### src/shared/sgsc_pkg.sv
package sgsc_pkg;
   // chain geometry
   localparam int NPORTS = 32;
   localparam int BPP = 4;
   localparam int SRC_W = 3;
   localparam int PCFG_W = BPP * SRC_W;
   localparam int RATE_W = 16;
   localparam int GAP_W = 6;

   // register byte offsets and decode masks
   localparam logic [11:0] OFS_GEN = 12'h000;
   localparam logic [11:0] OFS_CLK = 12'h004;
   localparam logic [11:0] OFS_PEN = 12'h008;
   localparam logic [11:0] OFS_STAT = 12'h00C;
   localparam logic [11:0] OFS_IN = 12'h010;
   localparam logic [11:0] OFS_STK = 12'h020;
   localparam logic [11:0] OFS_PCFG = 12'h080;
   localparam logic [11:0] GRP4_MASK = 12'hFF0;
   localparam logic [11:0] GRP32_MASK = 12'hF80;
   localparam int WORD_LSB = 2;
   localparam int IDX4_MSB = 3;
   localparam int IDX32_MSB = 6;

   // general_cfg field positions
   localparam int GEN_TRIG = 0;
   localparam int GEN_REP = 1;
   localparam int GEN_WID = 2;
   localparam int GEN_RIN = 4;
   localparam int GEN_ROUT = 5;
   localparam int GEN_LDPOL = 6;
   localparam int GEN_GAPDIS = 7;
   localparam int GEN_GAP = 8;
   localparam int GEN_BM0 = 16;
   localparam int GEN_BM1 = 18;
   // status field positions
   localparam int STAT_ST = 0;
   localparam int STAT_BUSY = 2;
   localparam int STAT_PH = 3;

   // reset values and limits
   localparam logic [RATE_W-1:0] RST_RATE = 16'h0004;
   localparam logic [RATE_W-1:0] HALF_MIN = 16'h0004;
   localparam logic [1:0] RST_WIDTH = 2'h3;
   localparam logic [GAP_W-1:0] GAP_MAX = 6'h21;
   localparam logic [1:0] BLINK_TOGGLE = 2'h3;

   // timing
   localparam int CLK_NS = 10;
   localparam int LOAD_NS = 28;
   localparam int LOAD_CYC = (LOAD_NS + CLK_NS - 1) / CLK_NS;
   localparam int GAP_STEP_NS = 1000000;
   localparam int BLINK_HALF_NS = 25000000;

   typedef enum logic [1:0] {
      ST_IDLE = 2'b00,
      ST_SHIFT = 2'b01,
      ST_LOAD = 2'b11,
      ST_GAP = 2'b10
   } sgsc_fsm_e;

   typedef enum logic [2:0] {
      SRC_ZERO = 3'h0,
      SRC_ONE = 3'h1,
      SRC_BLINK0 = 3'h2,
      SRC_BLINK1 = 3'h3,
      SRC_ACT0 = 3'h4,
      SRC_ACT1 = 3'h5,
      SRC_NACT0 = 3'h6,
      SRC_NACT1 = 3'h7
   } sgsc_src_e;
endpackage

### src/rtl/sgsc_serial_io_controller.sv
`timescale 1ns/100ps
// What this block does
// holds 128 serial bits as 32 ports of up to four bits
// shifts configured bits out on serial data, then asserts load strobe
// samples serial input in the same bit cycles, readable by software
// only enabled ports take part; disabled ports skipped in both streams
// one programmable width of one to four bits for all enabled ports
// each bit position is output and input at once
// a burst never exceeds 32 times 4 data clock cycles
// burst gap programmable in 1 ms steps up to 33 ms, with disable
// single-shot control launches one burst, cleared by hardware afterwards
// auto-repeat issues bursts with gaps until software clears it
// outgoing bits from per-port source config; inputs in readable register
// load strobe pulses at least 28 ns (LOAD_CYC whole clocks) after each burst, polarity selectable
// shift clock rate set by a software clock field
// load only after a burst; shifted inputs come from previous load
// software issues two bursts to obtain one fresh input sample
// port order of out and in streams separately reversible
// external chain length equals enabled ports times bits per port
// input positions need load-capable shift registers
// external stages update on load rising edge, shift while load high
// output source: static, two blink patterns, or link activity
// sticky per-input flag, cleared by writing one
// shift clock runs only during a burst, idle level otherwise
// data out changes while clock low; data in sampled on rising edge
module sgsc_serial_io_controller
   import sgsc_pkg::*;
#(
   parameter int MS_CYCLES = sgsc_pkg::GAP_STEP_NS / sgsc_pkg::CLK_NS,
   parameter int BLINK_CYCLES = sgsc_pkg::BLINK_HALF_NS / sgsc_pkg::CLK_NS
) (
   // clock and reset
   input wire logic hclk,
   input wire logic hresetn,
   // ahb-lite slave
   input wire logic hsel,
   input wire logic [31:0] haddr,
   input wire logic [1:0] htrans,
   input wire logic hwrite,
   input wire logic [2:0] hsize,
   input wire logic [31:0] hwdata,
   input wire logic hready,
   output logic hreadyout,
   output logic hresp,
   output logic [31:0] hrdata,
   // per-port activity from the port modules
   input wire logic [sgsc_pkg::NPORTS-1:0] port_activity,
   // shift chain pins
   output logic shift_clock_out,
   output logic load_strobe_out,
   output logic serial_data_out,
   input wire logic serial_data_in
);
   import sgsc_pkg::*;

   typedef struct packed {
      sgsc_fsm_e state;
      logic trig;
      logic rep;
      logic [1:0] width;
      logic rev_in;
      logic rev_out;
      logic ld_pol;
      logic gap_dis;
      logic [GAP_W-1:0] gap_len;
      logic [1:0] bm0;
      logic [1:0] bm1;
      logic [RATE_W-1:0] rate;
      logic [NPORTS-1:0] pen;
      logic [NPORTS-1:0][PCFG_W-1:0] pcfg;
      logic [BPP-1:0][NPORTS-1:0] in_data;
      logic [BPP-1:0][NPORTS-1:0] stk;
      logic [5:0] op;
      logic [5:0] ip;
      logic [1:0] bitn;
      logic [RATE_W-1:0] half;
      logic phase;
      logic [1:0] ld_cnt;
      logic [GAP_W-1:0] gap_cnt;
      logic [31:0] ms_cnt;
      logic [31:0] blink_cnt;
      logic [3:0] blink_div;
      logic burst_tog;
      logic din_s1;
      logic din_s2;
      logic sclk;
      logic sdo;
      logic sld;
      logic a_wr;
      logic a_rd;
      logic [11:0] a_addr;
      logic hready_o;
      logic [31:0] rdata;
   } sgsc_regs_s;

   sgsc_regs_s r_r;
   sgsc_regs_s r_nxt;

   // next-state logic: bus slave, register file, burst engine, blink
   always_comb begin
      logic [31:0] rd;
      logic wr_gen;
      logic [4:0] oport;
      logic [4:0] iport;
      logic out_en;
      logic in_en;
      logic [RATE_W-1:0] half_lim;
      logic [GAP_W-1:0] gap_lim;
      logic blink0;
      logic blink1;
      logic act;
      logic obit;
      logic start;
      sgsc_src_e src;
      rd = '0;
      wr_gen = 1'b0;
      start = 1'b0;
      oport = '0;
      iport = '0;
      out_en = 1'b0;
      in_en = 1'b0;
      half_lim = HALF_MIN;
      gap_lim = '0;
      blink0 = 1'b0;
      blink1 = 1'b0;
      act = 1'b0;
      obit = 1'b0;
      src = SRC_ZERO;
      r_nxt = r_r;

      // address phase; reads take one wait state so a write just
      // before them is already visible
      r_nxt.a_wr = 1'b0;
      r_nxt.a_rd = 1'b0;
      r_nxt.hready_o = 1'b1;
      if (hsel && htrans[1] && hready) begin
         r_nxt.a_wr = hwrite;
         r_nxt.a_rd = !hwrite;
         r_nxt.a_addr = haddr[11:0];
         r_nxt.hready_o = hwrite;
      end

      // read mux, unmapped words read as zero
      if (r_r.a_addr == OFS_GEN) begin
         rd[GEN_TRIG] = r_r.trig;
         rd[GEN_REP] = r_r.rep;
         rd[GEN_WID +: 2] = r_r.width;
         rd[GEN_RIN] = r_r.rev_in;
         rd[GEN_ROUT] = r_r.rev_out;
         rd[GEN_LDPOL] = r_r.ld_pol;
         rd[GEN_GAPDIS] = r_r.gap_dis;
         rd[GEN_GAP +: GAP_W] = r_r.gap_len;
         rd[GEN_BM0 +: 2] = r_r.bm0;
         rd[GEN_BM1 +: 2] = r_r.bm1;
      end else if (r_r.a_addr == OFS_CLK) begin
         rd[RATE_W-1:0] = r_r.rate;
      end else if (r_r.a_addr == OFS_PEN) begin
         rd = r_r.pen;
      end else if (r_r.a_addr == OFS_STAT) begin
         rd[STAT_ST +: 2] = r_r.state;
         rd[STAT_BUSY] = (r_r.state != ST_IDLE);
         rd[STAT_PH] = r_r.phase;
      end else if ((r_r.a_addr & GRP4_MASK) == OFS_IN) begin
         rd = r_r.in_data[r_r.a_addr[IDX4_MSB:WORD_LSB]];
      end else if ((r_r.a_addr & GRP4_MASK) == OFS_STK) begin
         rd = r_r.stk[r_r.a_addr[IDX4_MSB:WORD_LSB]];
      end else if ((r_r.a_addr & GRP32_MASK) == OFS_PCFG) begin
         rd[PCFG_W-1:0] = r_r.pcfg[r_r.a_addr[IDX32_MSB:WORD_LSB]];
      end
      if (r_r.a_rd) begin
         r_nxt.rdata = rd;
      end

      // data phase writes
      if (r_r.a_wr) begin
         if (r_r.a_addr == OFS_GEN) begin
            wr_gen = 1'b1;
            r_nxt.trig = hwdata[GEN_TRIG];
            r_nxt.rep = hwdata[GEN_REP];
            r_nxt.width = hwdata[GEN_WID +: 2];
            r_nxt.rev_in = hwdata[GEN_RIN];
            r_nxt.rev_out = hwdata[GEN_ROUT];
            r_nxt.ld_pol = hwdata[GEN_LDPOL];
            r_nxt.gap_dis = hwdata[GEN_GAPDIS];
            r_nxt.gap_len = hwdata[GEN_GAP +: GAP_W];
            r_nxt.bm0 = hwdata[GEN_BM0 +: 2];
            r_nxt.bm1 = hwdata[GEN_BM1 +: 2];
         end else if (r_r.a_addr == OFS_CLK) begin
            r_nxt.rate = hwdata[RATE_W-1:0];
         end else if (r_r.a_addr == OFS_PEN) begin
            r_nxt.pen = hwdata;
         end else if ((r_r.a_addr & GRP4_MASK) == OFS_STK) begin
            // write one to clear; captures below win the same cycle
            r_nxt.stk[r_r.a_addr[IDX4_MSB:WORD_LSB]] =
               r_r.stk[r_r.a_addr[IDX4_MSB:WORD_LSB]] & ~hwdata;
         end else if ((r_r.a_addr & GRP32_MASK) == OFS_PCFG) begin
            r_nxt.pcfg[r_r.a_addr[IDX32_MSB:WORD_LSB]] =
               hwdata[PCFG_W-1:0];
         end
      end

      // blink base: divider bit k toggles at 20 Hz / 2^k
      if (r_r.blink_cnt == 32'(BLINK_CYCLES - 1)) begin
         r_nxt.blink_cnt = '0;
         r_nxt.blink_div = r_r.blink_div + 4'h1;
      end else begin
         r_nxt.blink_cnt = r_r.blink_cnt + 32'h1;
      end
      blink0 = r_r.blink_div[r_r.bm0];
      blink1 = (r_r.bm1 == BLINK_TOGGLE) ? r_r.burst_tog :
               r_r.blink_div[r_r.bm1];

      // port cursors; reversal mirrors the port number
      oport = r_r.rev_out ? ~r_r.op[4:0] : r_r.op[4:0];
      iport = r_r.rev_in ? ~r_r.ip[4:0] : r_r.ip[4:0];
      out_en = r_r.pen[oport];
      in_en = r_r.ip[5] | r_r.pen[iport];
      act = port_activity[oport];
      src = sgsc_src_e'(r_r.pcfg[oport][SRC_W*r_r.bitn +: SRC_W]);
      case (src)
         SRC_ZERO: obit = 1'b0;
         SRC_ONE: obit = 1'b1;
         SRC_BLINK0: obit = blink0;
         SRC_BLINK1: obit = blink1;
         SRC_ACT0: obit = act & blink0;
         SRC_ACT1: obit = act & blink1;
         SRC_NACT0: obit = ~(act & blink0);
         SRC_NACT1: obit = ~(act & blink1);
         default: obit = 1'b0;
      endcase
      half_lim = (r_r.rate < HALF_MIN) ? HALF_MIN : r_r.rate;
      gap_lim = (r_r.gap_len > GAP_MAX) ? GAP_MAX : r_r.gap_len;

      // two-flop sync of the serial input
      r_nxt.din_s1 = serial_data_in;
      r_nxt.din_s2 = r_r.din_s1;

      // burst engine
      case (r_r.state)
         ST_IDLE: begin
            start = r_r.trig | r_r.rep;
         end
         ST_SHIFT: begin
            if (r_r.op[5]) begin
               // all 32 ports walked: load strobe after the burst only
               r_nxt.state = ST_LOAD;
               r_nxt.ld_cnt = '0;
            end else if (!out_en || !in_en) begin
               // skipping costs a cycle but no clock pulse
               if (!out_en) begin
                  r_nxt.op = r_r.op + 6'h1;
               end
               if (!in_en) begin
                  r_nxt.ip = r_r.ip + 6'h1;
               end
               r_nxt.bitn = '0;
            end else begin
               if (!r_r.phase && r_r.half == '0) begin
                  r_nxt.sdo = obit;
               end
               if (r_r.half == half_lim - 16'h1) begin
                  r_nxt.half = '0;
                  r_nxt.phase = ~r_r.phase;
                  r_nxt.sclk = ~r_r.phase;
                  if (!r_r.phase) begin
                     // rising edge: the chain shifts on it, so sample first
                     r_nxt.in_data[r_r.bitn][iport] = r_r.din_s2;
                     if (r_r.din_s2) begin
                        r_nxt.stk[r_r.bitn][iport] = 1'b1;
                     end
                  end else if (r_r.bitn == r_r.width) begin
                     r_nxt.bitn = '0;
                     r_nxt.op = r_r.op + 6'h1;
                     r_nxt.ip = r_r.ip + 6'h1;
                  end else begin
                     r_nxt.bitn = r_r.bitn + 2'h1;
                  end
               end else begin
                  r_nxt.half = r_r.half + 16'h1;
               end
            end
         end
         ST_LOAD: begin
            if (r_r.ld_cnt == 2'(LOAD_CYC - 1)) begin
               r_nxt.burst_tog = ~r_r.burst_tog;
               if (!wr_gen) begin
                  r_nxt.trig = 1'b0;
               end
               if (r_r.rep && !r_r.gap_dis && gap_lim != '0) begin
                  r_nxt.state = ST_GAP;
                  r_nxt.gap_cnt = '0;
                  r_nxt.ms_cnt = '0;
               end else if (r_r.rep) begin
                  start = 1'b1;
               end else begin
                  r_nxt.state = ST_IDLE;
               end
            end else begin
               r_nxt.ld_cnt = r_r.ld_cnt + 2'h1;
            end
         end
         ST_GAP: begin
            if (!r_r.rep) begin
               r_nxt.state = ST_IDLE;
            end else if (r_r.gap_cnt == gap_lim) begin
               start = 1'b1;
            end else if (r_r.ms_cnt == 32'(MS_CYCLES - 1)) begin
               r_nxt.ms_cnt = '0;
               r_nxt.gap_cnt = r_r.gap_cnt + 6'h1;
            end else begin
               r_nxt.ms_cnt = r_r.ms_cnt + 32'h1;
            end
         end
         default: begin
            r_nxt.state = ST_IDLE;
         end
      endcase
      if (start) begin
         r_nxt.state = ST_SHIFT;
         r_nxt.op = '0;
         r_nxt.ip = '0;
         r_nxt.bitn = '0;
         r_nxt.half = '0;
         r_nxt.phase = 1'b0;
         r_nxt.sclk = 1'b0;
      end
      // strobe rises at burst end for active-high, so external
      // stages latch on the rising edge
      r_nxt.sld = (r_nxt.state == ST_LOAD) ? ~r_r.ld_pol :
                  r_r.ld_pol;
   end

   // single state register
   always_ff @(posedge hclk or negedge hresetn) begin
      if (!hresetn) begin
         r_r <= '0;
         r_r.width <= RST_WIDTH;
         r_r.rate <= RST_RATE;
         r_r.hready_o <= 1'b1;
      end else begin
         r_r <= r_nxt;
      end
   end

   // outputs straight from flops, hresp tied low
   assign hreadyout = r_r.hready_o;
   assign hrdata = r_r.rdata;
   assign hresp = 1'b0;
   assign shift_clock_out = r_r.sclk;
   assign load_strobe_out = r_r.sld;
   assign serial_data_out = r_r.sdo;
endmodule

### config.mk
export PLATFORM = sky130hd
export DESIGN_NAME = sgsc_serial_io_controller
export DESIGN_NICKNAME = d
export VERILOG_FILES = /design/src/shared/sgsc_pkg.sv /design/src/rtl/sgsc_serial_io_controller.sv
export SDC_FILE = /design/constraint.sdc
export NUM_CORES = 2
export LEC_CHECK = 0
export ABC_AREA = 1
export BUFFER_PORTS_ARGS = -buffer_cell sky130_fd_sc_hd__buf_2
export CAP_MARGIN = 30
export CORE_AREA = 5 5 411 413
export DETAILED_ROUTE_END_ITERATION = 12
export DIE_AREA = 0 0 416 418
export GPL_TIMING_DRIVEN = 1
export HOLD_SLACK_MARGIN = 0.03
export MAX_ROUTING_LAYER = met4
export SETUP_SLACK_MARGIN = 0.15
export SYNTH_ARGS = -nofsm -noshare
export SYNTH_HDL_FRONTEND = slang
export SYNTH_SLANG_ARGS = --single-unit
### constraint.sdc
create_clock -name hclk -period 3.5 [get_ports hclk]
set_input_delay 0.175 -clock hclk [delete_from_list [all_inputs] [get_ports hclk]]
set_output_delay 0.175 -clock hclk [all_outputs]
set_load 0.05 [all_outputs]
==> results.py <==
metrics = {
    "critical_path": {
        "reg2reg_slack_ns": 0.09,
        "cpPeakStageDelay_ns": 0.69,
        "crit_buf_inv": 3,
        "worst-r2r-cell-count": 7,
        "path_cells": "nor2_4 > clkinv_2 > buf_12 > buf_4 > nor2_1 > nand2_1 > o21ai_0",
        "reg2reg_from": "r_r[36]$_DFFE_PN0P_",
        "slowest_stage": "nand2_1",
        "crit_type": "flip-flop to flip-flop",
        "rr_endpoint": "r_r[464]$_DFFE_PN0P_",
        "cp_max_fo": 31,
        "critical-path-top-delay-family": "simple AND/OR/NAND/NOR gates",
        "crit_path_start_kind": "flip-flop",
        "crit_arrival_ns": 4.03,
        "endpoint_kind": "flip-flop",
        "cp.required_ns": 4.12,
    },
    "cells_and_area": {
        "instances_no_fill": 9190,
        "final_common_cell": "nand2_1",
        "final_area_um2": 58600,
        "syn_to_final_growth_pct": 19.3,
        "drive_gt1_frac": 0.113,
        "nNetsFinal": 7023,
        "final_cell_mix": "nand2_1 (1468), o21ai_0 (943), dfrtp_1 (859), inv_1 (812), nor2_1 (604)",
    },
    "sta": {
        "finalHoldViolations": 0,
        "skew_ns": 0.0465,
        "rsz0062_at_grt": "yes",
        "min_period_ns": 3.41,
        "slew_headroom": 0.305,
        "setup_tns_ns": 0,
        "setup_viol": 0,
        "worstMarginPinSlew_ns": 1.04,
        "min_period_over_period": 0.973,
        "slew_violations": 0,
        "fmax_mhz": 294,
    },
    "power_and_ir_drop": {
        "finalPower_mw": 35.1,
        "switchingPower_mw": 14.1,
        "sw_frac_of_total": 0.402,
        "vdd_drop_max_mv": 0.579,
        "p_clk_frac": 0.339,
        "p_int_mw": 21.0,
        "p_seq_frac": 0.306,
        "power_density_nw_per_um2": 598,
        "combPwrFrac": 0.356,
        "leakagePower_nw": 28.3,
    },
    "detailed_routing": {
        "drc": 0,
        "via_per_inst": 5.36,
        "wl_per_cell_um": 21.8,
        "vias": 49268,
        "detail_route.iter0.violations": 6353,
        "drt_wl_total_um": 200000,
        "dr.pass1.iters": 9,
        "final_antenna_net_count": 0,
    },
    "synthesis": {
        "synthArstFlopShare": 1.00,
        "yosys_warnings": 0,
        "synthFlopType": "dfrtp_1",
        "synth_nets": 6898,
        "synth.avg_cell_area_um2": 7.25,
        "ys_ff_latch": 868,
        "synth-edff-count": 0,
        "netlist_instances": 6777,
        "synth_seq_area_share": 0.442,
        "synth_cell_types": 59,
        "synth.cell_area_um2": 49100,
    },
    "global_route": {
        "grt_pass1_wl_um": 290000,
        "grt_start_max_net_pins": 139,
        "antenna_found_initial": 10,
        "grt.overflow.total": 0,
        "grt_pass1_vias": 45551,
        "grt.total_usage": 0.221,
    },
    "clock_network": {
        "clock_latency_ns": 0.77,
        "clockRootBuffer": "clkbuf_16",
        "numCtsBuffers": 105,
        "cts_sinks": 868,
        "clkTransAtPathRegs_ns": 0.06,
        "clock_tree.buffer_depth": 3,
        "cts_max_level": 3,
        "cts_tree": "built",
    },
    "place": {
        "placedCellCount": 8899,
        "io_buffers": 118,
        "post_dp_cell_area_um2": 53300,
        "dpl.hpwl_um": 128000,
        "place_congestion": 0.961,
    },
    "die": {
        "ios": 144,
        "core_um2": 164000,
        "fp.dieArea_um2": 174000,
        "die_h_um": 418,
        "die_w_um": 416,
        "initial_core_util": 0.299,
        "rows": 149,
    },
    "min_path": {
        "hold_class": "input port to async pin",
    },
    "run": {
        "drv_cap": 0,
    },
    "run_status": {
        "status": "completed",
    },
}
## power by group through the flow
| stage | Sequential [mW] | Clock, mW | Combinational (mW) |
|---|---|---|---|
| finish | 10.7 | 11.9 | 12.5 |
| global route | 10.7 | 12.4 | 13.1 |
| CTS | 10.7 | 12.1 | 12.0 |
| detailed placement | 10.9 | 0 | 11.8 |
| global placement | 10.9 | 0 | 11.7 |
| floorplan | 10.8 | 0 | 6.90 |
## sequential cells by signal, summed over array words and instances, names as in the netlist
register         flops
hrdata              32
shift_clock_out      1
r_nxt                1
r_r                831
load_strobe_out      1
serial_data_out      1
hreadyout            1
## cells by family (layout without fill, tap and decap cells)
logic type	after synthesis	in the layout	share of synthesized area
fa+ha+maj	14	14	0.00357
other cells	1	11	0.0000764
mux	18	18	0.00413
simple gates	2940	2942	0.251
flops	868	868	0.442
xor+xnor	84	84	0.0153
compound gates	1554	1554	0.178
buf+inv	1298	1510	0.105
## area by class of cell
type	count	area, um2
Fill cell	17218	106000
Multi-Input combinational cell	4613	22800
Clock buffer	145	3050
Inverter	833	3160
Sequential cell	868	21700
Tap cell	2189	2740
Timing Repair Buffer	481	4440
Antenna cell	10	25.0
Clock inverter	51	683
## cell usage after synthesis (4+ instances only)
| cell type | n | area (um2) |
|---|---|---|
| inv_1 | 818 | 3070 |
| or2_2 | 16 | 100 |
| a22o_1 | 22 | 193 |
| o22ai_1 | 191 | 1190 |
| nor2_2 | 4 | 25.0 |
| clkbuf_1 | 305 | 1140 |
| nand4_1 | 113 | 707 |
| o32ai_1 | 5 | 43.8 |
| ha_1 | 14 | 175 |
| o221ai_1 | 12 | 105 |
| a22oi_1 | 21 | 158 |
| nand2_1 | 1482 | 5560 |
| inv_2 | 8 | 30.0 |
| mux2_2 | 18 | 203 |
| buf_4 | 42 | 315 |
| nand3_1 | 536 | 2680 |
| a31oi_1 | 8 | 50.1 |
| o21ai_0 | 981 | 4910 |
| clkinv_1 | 7 | 26.3 |
| dfstp_2 | 4 | 105 |
| nand2_2 | 6 | 37.5 |
| buf_6 | 5 | 56.3 |
| nor4_1 | 24 | 150 |
| o211ai_1 | 116 | 871 |
| buf_1 | 30 | 113 |
| xnor2_1 | 21 | 184 |
| xor2_1 | 61 | 534 |
| a21oi_1 | 73 | 365 |
| nor3b_1 | 9 | 67.6 |
| dfrtp_1 | 864 | 21600 |
| o21ai_1 | 58 | 290 |
| a221oi_1 | 38 | 333 |
| buf_2 | 83 | 415 |
| nor3_1 | 70 | 350 |
| o31ai_1 | 13 | 97.6 |
| nor2_1 | 664 | 2490 |
## worst max path at each step
stage	start	endpoint	slack, ns	cells past startpoint
2_1_floorplan	r_r[837]$_DFFE_PN0P_	r_r[300]$_DFFE_PN0P_	0.37	21
3_3_place_gp	r_r[843]$_DFFE_PN0P_	r_r[130]$_DFFE_PN0P_	0.12	21
3_5_place_dp	r_r[847]$_DFFE_PN0P_	r_r[134]$_DFFE_PN0P_	0.11	21
4_1_cts	r_r[861]$_DFFE_PN0P_	r_r[138]$_DFFE_PN0P_	0.16	19
5_1_grt	r_r[36]$_DFFE_PN0P_	r_r[466]$_DFFE_PN0P_	0.03	7
6_report	r_r[36]$_DFFE_PN0P_	r_r[464]$_DFFE_PN0P_	0.09	7
## per-stage QoR
step,utilization,hold slack (ns),setup slack (ns)
6_report,0.356,0.0688,0.0940
5_1_grt,0.356,0.0779,0.0272
4_1_cts,0.350,0.0319,0.159
3_5_place_dp,0.324,0.148,0.113
3_3_place_gp,0.324,0.154,0.119
2_1_floorplan,-,-0.121,0.367
## worst register-to-register path: stages, from the launching register on
cell and delay (ns):
dfrtp_2 0.48, nor2_4 0.50, clkinv_2 0.26, buf_12 0.26
buf_4 0.22, nor2_1 0.48, nand2_1 0.69, o21ai_0 0.41
## timing repair
item,in CTS,in global routing
endpoints found under the setup margin,19,374
hold buffers,51,0
resized for setup,4,160
pin swaps,1,17
endpoints found under the hold margin,515,0
gates cloned,0,21
buffers inserted,1,12
## metal layers
| metal | wire length [um] | global-route usage | vias to the layer above |
|---|---|---|---|
| met5 | 0 | - | - |
| met4 | 13000 | 0.122 | 0 |
| met3 | 19000 | 0.0426 | 591 |
| met2 | 88600 | 0.336 | 2585 |
| met1 | 79700 | 0.279 | 23518 |
| li1 | - | - | 22574 |
(Power assumes the default switching activity.)
